--- config.mk ---
export PLATFORM = sky130hd
export DESIGN_NAME = gp_gpio_top
export DESIGN_NICKNAME = d
export VERILOG_FILES = /design/src/rtl/gp_pkg.sv /design/src/rtl/gp_pin_cell.sv /design/src/rtl/gp_axil_slave.sv /design/src/rtl/gp_gpio_top.sv
export SDC_FILE = /design/constraint.sdc
export NUM_CORES = 1
export LEC_CHECK = 0
export ABC_AREA = 1
export ABC_CLOCK_PERIOD_IN_PS = 3900
export BUFFER_PORTS_ARGS = -buffer_cell sky130_fd_sc_hd__clkbuf_2
export CAP_MARGIN = 20
export CORE_MARGIN = 2
export CORE_UTILIZATION = 56
export DETAILED_ROUTE_END_ITERATION = 16
export PLACE_DENSITY_LB_ADDON = 0.08
export SYNTH_ARGS = -nofsm -noshare
export SYNTH_HDL_FRONTEND = slang
export SYNTH_SLANG_ARGS = --single-unit
export TNS_END_PERCENT = 100
--- constraint.sdc ---
create_clock -name clk_in -period 3.9 [get_ports clk_in]
set_input_delay 0.78 -clock clk_in [delete_from_list [all_inputs] [get_ports clk_in]]
set_output_delay 0.78 -clock clk_in [all_outputs]
set_load 0.01 [all_outputs]
--- src/rtl/gp_pkg.sv ---
// constants and carrier types shared by the gpio port block
package gp_pkg;
    // register indices; the byte address on the bus is four times the index
    localparam logic [7:0] IDX_P4_CFG = 8'hAE;
    localparam logic [7:0] IDX_VREF = 8'hAF;
    localparam logic [7:0] IDX_ADM = 8'hB1;
    localparam logic [7:0] IDX_P0_DIR = 8'hB8;
    localparam logic [7:0] IDX_P4_DIR = 8'hC4;
    localparam logic [7:0] IDX_P5_DIR = 8'hC5;
    localparam logic [7:0] IDX_P0_DAT = 8'hD0;
    localparam logic [7:0] IDX_P4_DAT = 8'hD4;
    localparam logic [7:0] IDX_P5_DAT = 8'hD5;
    localparam logic [7:0] IDX_P0_PU = 8'hE0;
    localparam logic [7:0] IDX_P4_PU = 8'hE4;
    localparam logic [7:0] IDX_P5_PU = 8'hE5;
    localparam logic [7:0] IDX_OPTION = 8'hF0;
    localparam logic [7:0] IDX_SHARE = 8'hF1;
    localparam logic [7:0] RST_VAL = 8'h00;
    localparam logic [7:0] ADM_MASK = 8'hF7;
    localparam logic [7:0] VREF_MASK = 8'h83;
    localparam logic [7:0] OPT_MASK = 8'h3F;
    localparam int ADM_EN_BIT = 7;
    localparam int ADM_GLOBAL_CHANNEL_SELECT_BIT = 4;
    localparam int VREF_EN_BIT = 7;
    localparam int OPT_RST_BIT = 0;
    localparam int OPT_HCLK_LSB = 1;
    localparam int OPT_EDGE_LSB = 4;
    localparam int SH_T0_EN = 0;
    localparam int SH_T1_EN = 1;
    localparam int SH_TIMER0_PWM_PIN = 2;
    localparam int SH_TIMER1_PWM_PIN = 3;
    localparam int SH_BUZ0 = 4;
    localparam int SH_BUZ1 = 5;
    localparam int SH_EXTERNAL_INTERRUPT_0_EN = 6;
    localparam int SH_EXTERNAL_INTERRUPT_1_EN = 7;
    localparam logic [2:0] CH_INTERNAL = 3'h5;
    localparam logic [2:0] HCLK_RC = 3'h1;
    localparam logic [2:0] HCLK_32K = 3'h2;
    localparam logic [2:0] HCLK_4M = 3'h3;
    localparam logic [2:0] HCLK_12M = 3'h4;
    localparam logic [1:0] EDGE_FALL = 2'h0;
    localparam logic [1:0] EDGE_RISE = 2'h1;
    localparam logic [1:0] RESP_OKAY = 2'h0;
    localparam logic [1:0] RESP_SLVERR = 2'h2;
    typedef struct packed {
        logic awvalid;
        logic [11:0] awaddr;
        logic wvalid;
        logic [31:0] wdata;
        logic [3:0] wstrb;
        logic bready;
        logic arvalid;
        logic [11:0] araddr;
        logic rready;
    } gp_axil_req_s;
    typedef struct packed {
        logic awready;
        logic wready;
        logic bvalid;
        logic [1:0] bresp;
        logic arready;
        logic rvalid;
        logic [31:0] rdata;
        logic [1:0] rresp;
    } gp_axil_rsp_s;
endpackage : gp_pkg

--- src/rtl/gp_pin_cell.sv ---
// per-pin steering of direction, pull-up, shared output and analog isolation
`timescale 1ns/10ps
module gp_pin_cell #(
    parameter int W = 1
) (
    input wire logic [W-1:0] dir_in,
    input wire logic [W-1:0] pu_in,
    input wire logic [W-1:0] lat_in,
    input wire logic [W-1:0] alt_en_in,
    input wire logic [W-1:0] alt_val_in,
    input wire logic [W-1:0] analog_in,
    input wire logic [W-1:0] pin_in,
    output logic [W-1:0] pin_out,
    output logic [W-1:0] oe_out,
    output logic [W-1:0] pu_out,
    output logic [W-1:0] rd_out
);
    // an analog pin has every digital path cut, including readback
    always_comb begin
        oe_out = ~analog_in & (dir_in | alt_en_in);
        pin_out = ~analog_in & ((alt_en_in & alt_val_in) | (~alt_en_in & lat_in));
        pu_out = pu_in & ~dir_in & ~alt_en_in & ~analog_in;
        rd_out = ~analog_in & ((dir_in & lat_in) | (~dir_in & pin_in));
    end
endmodule : gp_pin_cell

--- src/rtl/gp_axil_slave.sv ---
// axi4-lite slave front end: one write and one read in flight at most
`timescale 1ns/10ps
module gp_axil_slave (
    input wire logic clk_in,
    input wire logic rst_in,
    input wire gp_pkg::gp_axil_req_s req_in,
    output gp_pkg::gp_axil_rsp_s rsp_out,
    output logic wr_en_out,
    output logic [7:0] wr_idx_out,
    output logic [7:0] wr_data_out,
    output logic [7:0] rd_idx_out,
    input wire logic [7:0] rd_data_in,
    input wire logic wr_hit_in,
    input wire logic rd_hit_in
);
    typedef struct packed {
        logic aw_ok;
        logic w_ok;
        logic [11:0] waddr;
        logic [7:0] wdata;
        logic wlane;
        logic bvalid;
        logic [1:0] bresp;
        logic rvalid;
        logic [7:0] rdata;
        logic [1:0] rresp;
    } gp_bus_s;
    gp_bus_s s_ff;
    gp_bus_s s_nxt;
    logic wr_go;
    logic wr_ok;
    logic rd_ok;
    logic ar_take;

    always_comb begin
        rsp_out.awready = ~s_ff.aw_ok & ~s_ff.bvalid;
        rsp_out.wready = ~s_ff.w_ok & ~s_ff.bvalid;
        rsp_out.bvalid = s_ff.bvalid;
        rsp_out.bresp = s_ff.bresp;
        rsp_out.arready = ~s_ff.rvalid;
        rsp_out.rvalid = s_ff.rvalid;
        rsp_out.rdata = {24'h000000, s_ff.rdata};
        rsp_out.rresp = s_ff.rresp;
        wr_idx_out = s_ff.waddr[9:2];
        wr_data_out = s_ff.wdata;
        rd_idx_out = req_in.araddr[9:2];
        wr_go = s_ff.aw_ok & s_ff.w_ok;
        wr_ok = wr_hit_in & (s_ff.waddr[11:10] == 2'h0);
        rd_ok = rd_hit_in & (req_in.araddr[11:10] == 2'h0);
        // only the low byte lane carries register data
        wr_en_out = wr_go & wr_ok & s_ff.wlane;
        ar_take = req_in.arvalid & ~s_ff.rvalid;
    end

    always_comb begin
        s_nxt = s_ff;
        if (req_in.awvalid && rsp_out.awready) begin
            s_nxt.aw_ok = 1'b1;
            s_nxt.waddr = req_in.awaddr;
        end
        if (req_in.wvalid && rsp_out.wready) begin
            s_nxt.w_ok = 1'b1;
            s_nxt.wdata = req_in.wdata[7:0];
            s_nxt.wlane = req_in.wstrb[0];
        end
        if (wr_go) begin
            s_nxt.aw_ok = 1'b0;
            s_nxt.w_ok = 1'b0;
            s_nxt.bvalid = 1'b1;
            s_nxt.bresp = wr_ok ? gp_pkg::RESP_OKAY : gp_pkg::RESP_SLVERR;
        end else if (s_ff.bvalid && req_in.bready) begin
            s_nxt.bvalid = 1'b0;
        end
        if (ar_take) begin
            s_nxt.rvalid = 1'b1;
            s_nxt.rdata = rd_ok ? rd_data_in : 8'h00;
            s_nxt.rresp = rd_ok ? gp_pkg::RESP_OKAY : gp_pkg::RESP_SLVERR;
        end else if (s_ff.rvalid && req_in.rready) begin
            s_nxt.rvalid = 1'b0;
        end
    end

    always_ff @(posedge clk_in) begin
        if (rst_in) begin
            s_ff <= '0;
        end else begin
            s_ff <= s_nxt;
        end
    end
endmodule : gp_axil_slave

--- src/rtl/gp_gpio_top.sv ---
// gpio ports 0, 4 and 5 with shared-function steering and register file
`timescale 1ns/10ps
// Function
// - direction bit 0 input, 1 output
// - pull-up only when enabled and input
// - port 0 bit 4 never drives
// - port 0 bit 4 has no pull-up
// - reset option makes port 0 bit 4 read 1
// - port 0 bit 4 is reset when optioned
// - oscillator option claims port 0 bit 3, and bit 2 except for rc
// - port 5 bit 3 carries timer 1 pwm/buzzer
// - port 5 bit 4 carries timer 0 pwm/buzzer
// - port 4 config bit makes pure analog pin
// - global select 0 keeps port 4 digital
// - enabled converter claims selected port 4 pin
// - channels 0-4 are pins, 5 internal
// - at most one port 4 pin routed
// - external reference claims port 4 bit 0
// - all control bits reset to zero
// - external_interrupt_1 falling edge only, external_interrupt_0 selectable
module gp_gpio_top (
    input wire logic clk_in,
    input wire logic rst_in,
    input wire gp_pkg::gp_axil_req_s axil_req_in,
    output gp_pkg::gp_axil_rsp_s axil_rsp_out,
    input wire logic [4:0] p0_pin_in,
    output logic [3:0] p0_pin_out,
    output logic [3:0] p0_oe_out,
    output logic [3:0] p0_pu_out,
    input wire logic [4:0] p4_pin_in,
    output logic [4:0] p4_pin_out,
    output logic [4:0] p4_oe_out,
    output logic [4:0] p4_pu_out,
    output logic [4:0] p4_ain_out,
    output logic p4_vref_out,
    input wire logic [1:0] p5_pin_in,
    output logic [1:0] p5_pin_out,
    output logic [1:0] p5_oe_out,
    output logic [1:0] p5_pu_out,
    input wire logic t0_pwm_in,
    input wire logic t0_buzz_in,
    input wire logic t1_pwm_in,
    input wire logic t1_buzz_in,
    output logic adc_enable_out,
    output logic adc_internal_ch_out,
    output logic ext_reset_out,
    output logic osc_in_sel_out,
    output logic osc_out_sel_out,
    output logic external_interrupt_0_level_out,
    output logic external_interrupt_1_level_out,
    output logic external_interrupt_0_pulse_out,
    output logic external_interrupt_1_pulse_out
);
    typedef struct packed {
        logic [4:0] p4_cfg;
        logic [7:0] vref;
        logic [7:0] adc_mode_control;
        logic [3:0] p0_dir;
        logic [4:0] p4_dir;
        logic [1:0] p5_dir;
        logic [3:0] p0_lat;
        logic [4:0] p4_lat;
        logic [1:0] p5_lat;
        logic [3:0] p0_pu;
        logic [4:0] p4_pu;
        logic [1:0] p5_pu;
        logic [7:0] opt;
        logic [7:0] share;
        logic [1:0] int_prev;
        logic [1:0] int_pls;
    } gp_state_s;

    gp_state_s s_ff;
    gp_state_s s_nxt;
    logic wr_en;
    logic [7:0] wr_idx;
    logic [7:0] wr_dat;
    logic [7:0] rd_idx;
    logic [7:0] rd_data;
    logic wr_hit;
    logic rd_hit;
    logic opt_rst;
    logic [2:0] hclk;
    logic [1:0] external_interrupt_0_edge;
    logic conv_on;
    logic [2:0] chs;
    logic vref_en;
    logic [4:0] p4_ana;
    logic [1:0] p5_alt_en;
    logic [1:0] p5_alt_val;
    logic t0_pwm_on;
    logic t1_pwm_on;
    logic [3:0] p0_rd;
    logic [4:0] p4_rd;
    logic [1:0] p5_rd;
    logic fell0;
    logic rose0;
    logic fell1;

    gp_axil_slave u_bus (
        .clk_in(clk_in),
        .rst_in(rst_in),
        .req_in(axil_req_in),
        .rsp_out(axil_rsp_out),
        .wr_en_out(wr_en),
        .wr_idx_out(wr_idx),
        .wr_data_out(wr_dat),
        .rd_idx_out(rd_idx),
        .rd_data_in(rd_data),
        .wr_hit_in(wr_hit),
        .rd_hit_in(rd_hit)
    );

    // shared-function selects
    always_comb begin
        opt_rst = s_ff.opt[gp_pkg::OPT_RST_BIT];
        hclk = s_ff.opt[gp_pkg::OPT_HCLK_LSB +: 3];
        external_interrupt_0_edge = s_ff.opt[gp_pkg::OPT_EDGE_LSB +: 2];
        vref_en = s_ff.vref[gp_pkg::VREF_EN_BIT];
        chs = s_ff.adc_mode_control[2:0];
        conv_on = s_ff.adc_mode_control[gp_pkg::ADM_EN_BIT] & s_ff.adc_mode_control[gp_pkg::ADM_GLOBAL_CHANNEL_SELECT_BIT];
        osc_in_sel_out = (hclk == gp_pkg::HCLK_RC) || (hclk == gp_pkg::HCLK_32K)
            || (hclk == gp_pkg::HCLK_4M) || (hclk == gp_pkg::HCLK_12M);
        osc_out_sel_out = (hclk == gp_pkg::HCLK_32K)
            || (hclk == gp_pkg::HCLK_4M) || (hclk == gp_pkg::HCLK_12M);
        // the reset pin is low-active; its digital read is masked to 1
        ext_reset_out = opt_rst & ~p0_pin_in[4];
        adc_enable_out = s_ff.adc_mode_control[gp_pkg::ADM_EN_BIT];
        adc_internal_ch_out = conv_on && (chs == gp_pkg::CH_INTERNAL);
        // one decoded channel at most; the reference takes pin 0 from the adc
        for (int i = 0; i < 5; i++) begin
            p4_ain_out[i] = conv_on && (chs == 3'(i));
        end
        p4_ain_out[0] = p4_ain_out[0] & ~vref_en;
        p4_vref_out = s_ff.adc_mode_control[gp_pkg::ADM_EN_BIT] & vref_en;
        p4_ana = s_ff.p4_cfg | p4_ain_out | {4'h0, vref_en};
        t1_pwm_on = s_ff.share[gp_pkg::SH_T1_EN] & s_ff.share[gp_pkg::SH_TIMER1_PWM_PIN];
        t0_pwm_on = s_ff.share[gp_pkg::SH_T0_EN] & s_ff.share[gp_pkg::SH_TIMER0_PWM_PIN];
        // index 0 is pin 5.3 (timer 1), index 1 is pin 5.4 (timer 0)
        p5_alt_en[0] = t1_pwm_on
            | (s_ff.share[gp_pkg::SH_BUZ1] & ~s_ff.share[gp_pkg::SH_TIMER1_PWM_PIN]);
        p5_alt_val[0] = t1_pwm_on ? t1_pwm_in : t1_buzz_in;
        p5_alt_en[1] = t0_pwm_on
            | (s_ff.share[gp_pkg::SH_BUZ0] & ~s_ff.share[gp_pkg::SH_TIMER0_PWM_PIN]);
        p5_alt_val[1] = t0_pwm_on ? t0_pwm_in : t0_buzz_in;
        external_interrupt_0_level_out = s_ff.share[gp_pkg::SH_EXTERNAL_INTERRUPT_0_EN] & p0_pin_in[0];
        external_interrupt_1_level_out = s_ff.share[gp_pkg::SH_EXTERNAL_INTERRUPT_1_EN] & p0_pin_in[1];
        external_interrupt_0_pulse_out = s_ff.int_pls[0];
        external_interrupt_1_pulse_out = s_ff.int_pls[1];
        fell0 = s_ff.int_prev[0] & ~p0_pin_in[0];
        rose0 = ~s_ff.int_prev[0] & p0_pin_in[0];
        fell1 = s_ff.int_prev[1] & ~p0_pin_in[1];
    end

    // port 0 bit 4 has no cell at all: no driver, no pull-up
    gp_pin_cell #(
        .W(4)
    ) u_p0 (
        .dir_in(s_ff.p0_dir),
        .pu_in(s_ff.p0_pu),
        .lat_in(s_ff.p0_lat),
        .alt_en_in(4'h0),
        .alt_val_in(4'h0),
        .analog_in({osc_in_sel_out, osc_out_sel_out, 2'h0}),
        .pin_in(p0_pin_in[3:0]),
        .pin_out(p0_pin_out),
        .oe_out(p0_oe_out),
        .pu_out(p0_pu_out),
        .rd_out(p0_rd)
    );

    gp_pin_cell #(
        .W(5)
    ) u_p4 (
        .dir_in(s_ff.p4_dir),
        .pu_in(s_ff.p4_pu),
        .lat_in(s_ff.p4_lat),
        .alt_en_in(5'h00),
        .alt_val_in(5'h00),
        .analog_in(p4_ana),
        .pin_in(p4_pin_in),
        .pin_out(p4_pin_out),
        .oe_out(p4_oe_out),
        .pu_out(p4_pu_out),
        .rd_out(p4_rd)
    );

    gp_pin_cell #(
        .W(2)
    ) u_p5 (
        .dir_in(s_ff.p5_dir),
        .pu_in(s_ff.p5_pu),
        .lat_in(s_ff.p5_lat),
        .alt_en_in(p5_alt_en),
        .alt_val_in(p5_alt_val),
        .analog_in(2'h0),
        .pin_in(p5_pin_in),
        .pin_out(p5_pin_out),
        .oe_out(p5_oe_out),
        .pu_out(p5_pu_out),
        .rd_out(p5_rd)
    );

    // read decode; pull-up registers are write-only and read as zero
    always_comb begin
        rd_hit = 1'b1;
        rd_data = 8'h00;
        if (rd_idx == gp_pkg::IDX_P4_CFG) begin
            rd_data = {3'h0, s_ff.p4_cfg};
        end else if (rd_idx == gp_pkg::IDX_VREF) begin
            rd_data = s_ff.vref;
        end else if (rd_idx == gp_pkg::IDX_ADM) begin
            rd_data = s_ff.adc_mode_control;
        end else if (rd_idx == gp_pkg::IDX_P0_DIR) begin
            rd_data = {4'h0, s_ff.p0_dir};
        end else if (rd_idx == gp_pkg::IDX_P4_DIR) begin
            rd_data = {3'h0, s_ff.p4_dir};
        end else if (rd_idx == gp_pkg::IDX_P5_DIR) begin
            rd_data = {3'h0, s_ff.p5_dir, 3'h0};
        end else if (rd_idx == gp_pkg::IDX_P0_DAT) begin
            rd_data = {3'h0, opt_rst | p0_pin_in[4], p0_rd};
        end else if (rd_idx == gp_pkg::IDX_P4_DAT) begin
            rd_data = {3'h0, p4_rd};
        end else if (rd_idx == gp_pkg::IDX_P5_DAT) begin
            rd_data = {3'h0, p5_rd, 3'h0};
        end else if (rd_idx == gp_pkg::IDX_P0_PU) begin
            rd_data = 8'h00;
        end else if (rd_idx == gp_pkg::IDX_P4_PU) begin
            rd_data = 8'h00;
        end else if (rd_idx == gp_pkg::IDX_P5_PU) begin
            rd_data = 8'h00;
        end else if (rd_idx == gp_pkg::IDX_OPTION) begin
            rd_data = s_ff.opt;
        end else if (rd_idx == gp_pkg::IDX_SHARE) begin
            rd_data = s_ff.share;
        end else begin
            rd_hit = 1'b0;
        end
    end

    // write decode and interrupt edge detection
    always_comb begin
        s_nxt = s_ff;
        wr_hit = 1'b1;
        s_nxt.int_prev = p0_pin_in[1:0];
        s_nxt.int_pls[0] = s_ff.share[gp_pkg::SH_EXTERNAL_INTERRUPT_0_EN]
            & ((fell0 & (external_interrupt_0_edge != gp_pkg::EDGE_RISE))
            | (rose0 & (external_interrupt_0_edge != gp_pkg::EDGE_FALL)));
        s_nxt.int_pls[1] = s_ff.share[gp_pkg::SH_EXTERNAL_INTERRUPT_1_EN] & fell1;
        if (wr_idx == gp_pkg::IDX_P4_CFG) begin
            if (wr_en) s_nxt.p4_cfg = wr_dat[4:0];
        end else if (wr_idx == gp_pkg::IDX_VREF) begin
            if (wr_en) s_nxt.vref = wr_dat & gp_pkg::VREF_MASK;
        end else if (wr_idx == gp_pkg::IDX_ADM) begin
            if (wr_en) s_nxt.adc_mode_control = wr_dat & gp_pkg::ADM_MASK;
        end else if (wr_idx == gp_pkg::IDX_P0_DIR) begin
            if (wr_en) s_nxt.p0_dir = wr_dat[3:0];
        end else if (wr_idx == gp_pkg::IDX_P4_DIR) begin
            if (wr_en) s_nxt.p4_dir = wr_dat[4:0];
        end else if (wr_idx == gp_pkg::IDX_P5_DIR) begin
            if (wr_en) s_nxt.p5_dir = wr_dat[4:3];
        end else if (wr_idx == gp_pkg::IDX_P0_DAT) begin
            if (wr_en) s_nxt.p0_lat = wr_dat[3:0];
        end else if (wr_idx == gp_pkg::IDX_P4_DAT) begin
            if (wr_en) s_nxt.p4_lat = wr_dat[4:0];
        end else if (wr_idx == gp_pkg::IDX_P5_DAT) begin
            if (wr_en) s_nxt.p5_lat = wr_dat[4:3];
        end else if (wr_idx == gp_pkg::IDX_P0_PU) begin
            if (wr_en) s_nxt.p0_pu = wr_dat[3:0];
        end else if (wr_idx == gp_pkg::IDX_P4_PU) begin
            if (wr_en) s_nxt.p4_pu = wr_dat[4:0];
        end else if (wr_idx == gp_pkg::IDX_P5_PU) begin
            if (wr_en) s_nxt.p5_pu = wr_dat[4:3];
        end else if (wr_idx == gp_pkg::IDX_OPTION) begin
            if (wr_en) s_nxt.opt = wr_dat & gp_pkg::OPT_MASK;
        end else if (wr_idx == gp_pkg::IDX_SHARE) begin
            if (wr_en) s_nxt.share = wr_dat;
        end else begin
            wr_hit = 1'b0;
        end
    end

    always_ff @(posedge clk_in) begin
        if (rst_in) begin
            s_ff <= '0;
        end else begin
            s_ff <= s_nxt;
        end
    end
endmodule : gp_gpio_top

# Word level (Yosys, flattened, before mapping)
# Cells that the tools add are included.
dict set report totals {
  wordCells 237
  output_inout_bits 89
  regBits 103
  input_bits 83
}
dict set report op_classes {
  bitwise 86
  mux 51
  n_reduce_logical 36
  eq_ne 38
}
# op count
set ops {}
lappend ops {{8-bit == test (second input constant)} 28}
lappend ops {{8-bit two-way mux} 15}
lappend ops {{5-bit bitwise AND} 7}
lappend ops {{1-bit two-way mux} 34}
lappend ops {{4-bit bitwise AND} 7}
lappend ops {{1-bit bitwise AND} 25}
lappend ops {{1-bit NOT} 24}
lappend ops {{15-bit AND reduction} 1}
lappend ops {{14-bit AND reduction} 1}
lappend ops {{13-bit AND reduction} 1}
lappend ops {{2-bit bitwise AND} 6}
lappend ops {{3-bit by 2-bit == test with 1-bit output (second input constant)} 4}
lappend ops {{12-bit AND reduction} 1}
lappend ops {{11-bit AND reduction} 1}
lappend ops {{1-bit logical AND} 10}
lappend ops {{5-bit NOT} 2}
lappend ops {{5-bit bitwise OR} 2}
lappend ops {{10-bit AND reduction} 1}
lappend ops {{3-bit == test (second input constant)} 3}
lappend ops {{9-bit AND reduction} 1}
lappend ops {{4-bit NOT} 2}
lappend ops {{8-bit AND reduction} 1}
lappend ops {{7-bit AND reduction} 1}
lappend ops {{3-bit by 1-bit == test with 1-bit output (second input constant)} 2}
lappend ops {{other kinds (17)} 31}

# Depth between registers and ports, before layout
dict set report logic_depth {
  depth_word 19
  mapped_depth 15
  depth_no_buf 15
}

# Modules after synthesis
# From an unflattened synthesis, not the netlist that was laid out.
dict set report unflattened {
  hier_cells 966
  area_unflattened_um2 6052.1
}
# mod n_inst area_each_um2 cells_each seq_area_each_um2
set modules_own_cells {}
lappend modules_own_cells {gp_gpio_top 1 3617.2 567 1321.3}
lappend modules_own_cells {gp_axil_slave 1 1788.0 234 660.6}
lappend modules_own_cells {{gp_pin_cell (u_p4)} 1 294.0 75 0.0}
lappend modules_own_cells {{gp_pin_cell (u_p0)} 1 235.2 60 0.0}
lappend modules_own_cells {{gp_pin_cell (u_p5)} 1 117.6 30 0.0}

# Least setup slack after synthesis
# No wires, ideal clock.
dict set report synth_timing {
  path_type {input port to flip-flop}
  start {input axil_req_in[3] (netlist name)}
  end {register u_bus.s_ff, in the netlist u_bus.rsp_out[2]}
  stages 14
  path_buffers 0
  required_ps 3768
  t_arrival_ps 1951
  slack_ps 1817
  setup_ps 132
  cell_sequence {inv_1 -> nand2_1 -> nor2_1 -> nand2_1 -> inv_1 -> o211ai_1 -> nand2_1 -> inv_1 -> nand2_1 -> nand2_1 -> nand2_1 -> nand2_1 -> nand2_1 -> a21oi_1}
}
dict set report synth_via {
  elab_chain_len 17
  word_cells_on_any_way 44
  cone_classes {eq/ne (14); mux (29); bitwise (1)}
}
# element line
set synth_lines {}
lappend synth_lines {{from (decl)} gp_gpio_top.sv:24} ;# input wire gp_pkg::gp_axil_req_s axil_req_in,
lappend synth_lines {{8-bit == test} gp_gpio_top.sv:234} ;# end else if (rd_idx == gp_pkg::IDX_SHARE) begin
lappend synth_lines {{1-bit two-way mux} gp_gpio_top.sv:234}
lappend synth_lines {{1-bit two-way mux} gp_gpio_top.sv:232} ;# end else if (rd_idx == gp_pkg::IDX_OPTION) begin
lappend synth_lines {{1-bit two-way mux} gp_gpio_top.sv:230} ;# end else if (rd_idx == gp_pkg::IDX_P5_PU) begin
lappend synth_lines {{1-bit two-way mux} gp_gpio_top.sv:228} ;# end else if (rd_idx == gp_pkg::IDX_P4_PU) begin
lappend synth_lines {{1-bit two-way mux} gp_gpio_top.sv:226} ;# end else if (rd_idx == gp_pkg::IDX_P0_PU) begin
lappend synth_lines {{1-bit two-way mux} gp_gpio_top.sv:224} ;# end else if (rd_idx == gp_pkg::IDX_P5_DAT) begin
lappend synth_lines {{1-bit two-way mux} gp_gpio_top.sv:222} ;# end else if (rd_idx == gp_pkg::IDX_P4_DAT) begin
lappend synth_lines {{1-bit two-way mux} gp_gpio_top.sv:220} ;# end else if (rd_idx == gp_pkg::IDX_P0_DAT) begin
lappend synth_lines {{1-bit two-way mux} gp_gpio_top.sv:218} ;# end else if (rd_idx == gp_pkg::IDX_P5_DIR) begin
lappend synth_lines {{1-bit two-way mux} gp_gpio_top.sv:216} ;# end else if (rd_idx == gp_pkg::IDX_P4_DIR) begin
lappend synth_lines {{1-bit two-way mux} gp_gpio_top.sv:214} ;# end else if (rd_idx == gp_pkg::IDX_P0_DIR) begin
lappend synth_lines {{1-bit two-way mux} gp_gpio_top.sv:212} ;# end else if (rd_idx == gp_pkg::IDX_ADM) begin
lappend synth_lines {{1-bit two-way mux} gp_gpio_top.sv:210} ;# end else if (rd_idx == gp_pkg::IDX_VREF) begin
lappend synth_lines {{1-bit two-way mux} gp_gpio_top.sv:208} ;# if (rd_idx == gp_pkg::IDX_P4_CFG) begin
lappend synth_lines {{1-bit bitwise AND} gp_axil_slave.sv:49} ;# rd_ok = rd_hit_in & (req_in.araddr[11:10] == 2'h0);
lappend synth_lines {{8-bit two-way mux *} gp_axil_slave.sv:76} ;# s_nxt.rdata = rd_ok ? rd_data_in : 8'h00;
lappend synth_lines {{to (signal assigned)} gp_axil_slave.sv:87} ;# s_ff <= s_nxt;
lappend synth_lines {{to (decl)} gp_axil_slave.sv:28} ;# gp_bus_s s_ff;
# Mark *: on every way between the ends. The rest lies on a longest branch, timed or not.
# A chain may end at the register's enable or synchronous reset.

# Worst setup path after layout
dict set report layout_timing {
  start {register s_ff, in the netlist adc_enable_out}
  end {output p4_oe_out[1]}
}
dict set report layout_via {
  elab_chain_len 6
}
# element line
set layout_lines {}
lappend layout_lines {{from (decl)} gp_gpio_top.sv:73} ;# gp_state_s s_ff;
lappend layout_lines {{from (signal assigned)} gp_gpio_top.sv:287} ;# s_ff <= s_nxt;
lappend layout_lines {{1-bit bitwise AND} gp_gpio_top.sv:121} ;# conv_on = s_ff.adc_mode_control[gp_pkg::ADM_EN_BIT] & s_ff.adc_mode_control[gp_pkg::ADM_GLOBAL_CHANNEL_SELECT_ ...
lappend layout_lines {{1-bit logical AND} gp_gpio_top.sv:132} ;# p4_ain_out[i] = conv_on && (chs == 3'(i));
lappend layout_lines {{5-bit bitwise OR} gp_gpio_top.sv:136} ;# p4_ana = s_ff.p4_cfg | p4_ain_out | {4'h0, vref_en};
lappend layout_lines {{5-bit by 1-bit bitwise OR with 5-bit output} gp_gpio_top.sv:136}
lappend layout_lines {{5-bit NOT} gp_pin_cell.sv:20} ;# oe_out = ~analog_in & (dir_in | alt_en_in);
lappend layout_lines {{5-bit bitwise AND} gp_pin_cell.sv:20}
lappend layout_lines {{to (decl)} gp_gpio_top.sv:32} ;# output logic [4:0] p4_oe_out,
# No other way between the ends.

==> flow_summary.ini <==
[status]
status = completed

[power_and_ir_drop]
ir_worst_vdd_v = 0.0001755
pwr_density_cell_nw_per_um2 = 310.7
p_leak_nw = 3.285
total_power_mw = 1.931

[min_path]
holdPathStages = 2
hp-class = reg -> reg
whs_endpoint = external_interrupt_1_pulse_out
min_from = s_ff[3]

[final_layout]
final_cells = 1141
area_delta_synth_final_pct = 11.86
nets = 1086
nFillCells = 1009
antenna_cells = 0
drive_gt1_frac = 0.1577

[synthesis]
synthTopCellsByArea = dfxtp_1, nand2_1, nor2_1
synth.yosys.seq_area_share = 0.3566
synthArstFlopShare = 0
synth_fa_ha_area_frac = 0
synth-edff-count = 0
yosysMostFrequentCell = nand2_1
synth_top_area_frac = 0.3566
synthFlopType = dfxtp_1
ys_types = 34
synth_cells = 909
synth_common_cells = nand2_1, nor2_1, inv_1
synth_top_family_by_area = simple AND/OR/NAND/NOR gates
synth_simple_gate_area_frac = 0.3681
synth.largest_area_cell = dfxtp_1
synth_area_per_cell_um2 = 6.114
synth_seq_cells = 99
synth_compound_area_frac = 0.1060
yosysWarnings = 0
synthXorXnorAreaFrac = 0
netlist_area_um2 = 5558
synthMuxAreaShare = 0.003602

[sta]
hold_viol = 0
slew_headroom = 0.6110
fmax_ghz = 0.4171
finClkSkew_ns = 0.01189
setup_viol = 0
drv_slew = 0
tightestPinTransition_ns = 0.5827
fin_setup_tns_ns = 0
period_share = 0.6148
rsz0062_at_grt = no
fin_crit_ns = 2.398
hold-worst-slack_ns = 0.4298

[placed_design]
port_buffers = 114
dp.cells = 1125
globalplace.congestion = 0.9623
hpwl_um = 11460

[routing]
postRouteAntennaNets = 0
drc = 0
wire_per_inst_um = 12.94
vias = 5618
via_per_inst = 4.924
dr.first_iter.drc_count = 400
drt_first_pass_iters = 5
drt_wl_total_um = 14760

[grt]
grt_pass1_wl_um = 23660
grt.total_usage = 0.2744
antenna_found_initial = 0
grt_pass1_vias = 4836
overflow = 0
grt_max_degree = 56

[cts]
cts_root_buffer = clkbuf_8
cts_tree = yes
post_cts_buffers = 0
htree_levels = 3
clk_latency_ns = 0.37
holdBufCountCts = 0
cts_buffers = 9
post_cts_resized = 0
clk_path_buf_depth = 2
cts.sinks = 99
path_clk_slew_ns = 0.09

[floorplan]
io_pins = 172
core_area_um2 = 9684
die_area_um2 = 10740
dieHeight_um = 103.6
start_util = 0.5739
placementRows = 36
die_w_um = 103.6

[setup_path]
crit_required_ns = 3.12
worstPathMaxFanout = 4
r2r-start = u_bus.wr_idx_out[7]
critPathLaunchType = flop
reg2regPathDepth = 14
crit_path_end_kind = output port
ff2ff_setup_slack_ns = 1.61
crit_arrival_ns = 1.62
crit-reg2reg-capture = s_ff[57]
critPathKind = reg -> out

[flow_run]
maxCapViolations = 0
## metrics by stage
step	instance area [um^2]	util	setup slack, ns
3_3_place_gp	6016	0.6212	1.249
4_1_cts	6217	0.6420	1.490
5_1_grt	6217	0.6420	1.240
2_1_floorplan	5652	-	1.817
6_report	6217	0.6420	1.502
3_5_place_dp	6016	0.6212	1.202
## final cells by class
| type | count | area (um^2) | share of cell area |
|---|---|---|---|
| multi-input combinational | 635 | 2753 | 0.4427 |
| sequential | 99 | 1982 | 0.3188 |
| timing repair buffer | 115 | 578.1 | 0.09298 |
| clock inverter | 5 | 60.06 | 0.009660 |
| inverter | 143 | 536.8 | 0.08634 |
| tap | 133 | 166.4 | 0.02677 |
| clock buffer | 11 | 141.4 | 0.02274 |
## critical path, cell delays in order, from the launching register on
cell      delay (ns)
dfxtp_1         0.43
nand2_1         0.13
inv_1           0.09
nand2_1         0.08
nor2_1          0.15
nor2_1          0.09
inv_1           0.11
nor2_1          0.05
clkbuf_2        0.12
## registers in the layout, indices dropped and copies added (netlist names)
name,cells
external_interrupt_0_edge,2
opt_rst,1
u_bus.s_ff,5
chs,3
u_bus.wr_data_out,8
external_interrupt_0_pulse_out,1
u_bus.wr_idx_out,8
u_bus.rsp_out,12
adc_enable_out,1
hclk,3
external_interrupt_1_pulse_out,1
s_ff,54
## per-layer routing
layer	up-vias	share of wire	global-route usage
met5	-	0	0
met4	0	0.026	0.09556
met3	30	0.083	0.05601
met2	234	0.45	0.4352
met1	2451	0.45	0.3726
li1	2903	-	-
## worst max path at each step
| stage | startpoint | end | slack [ns] | depth (start not counted) |
|---|---|---|---|---|
| final | adc_enable_out | p4_oe_out[1] | 1.50 | 8 |
| after detailed placement | axil_req_in[3] | u_bus.rsp_out[2] | 1.20 | 15 |
| after global routing | axil_req_in[3] | u_bus.rsp_out[2] | 1.24 | 15 |
| after global placement | axil_req_in[3] | u_bus.rsp_out[4] | 1.25 | 11 |
| after floorplan | axil_req_in[3] | u_bus.rsp_out[2] | 1.82 | 14 |
| after CTS | adc_enable_out | p4_oe_out[1] | 1.49 | 8 |
## where the power goes
| group | switching, mW | internal [mW] |
|---|---|---|
| registers | 0.0352 | 1.04 |
| logic | 0.118 | 0.0561 |
| clock network | 0.369 | 0.317 |
| total | 0.522 | 1.41 |
## cell families after synthesis
group,count (synthesis)
and+or+nand+nor,496
DFF,99
other,1
muxes,2
buffers and inverters,200
AOI/OAI and AO/OA,111
## cells in the final DEF, fill, tap and decap left out, types with 2 or more instances in the layout
master and count:
mux2i_1 2, nor2_2 3, clkbuf_2 114, o21ai_0 46, o22ai_1 4, dfxtp_1 99
nor3_2 3, or2_2 2, inv_2 12, nor2_1 207, nand4_1 6, nand2_1 218
inv_1 131, nor3_1 10, nor2_4 8, conb_1 26, a21oi_1 31, o21ai_1 19
clkbuf_8 10, nand3_1 36, o211ai_1 4
Power figures use the tool's default switching activity.
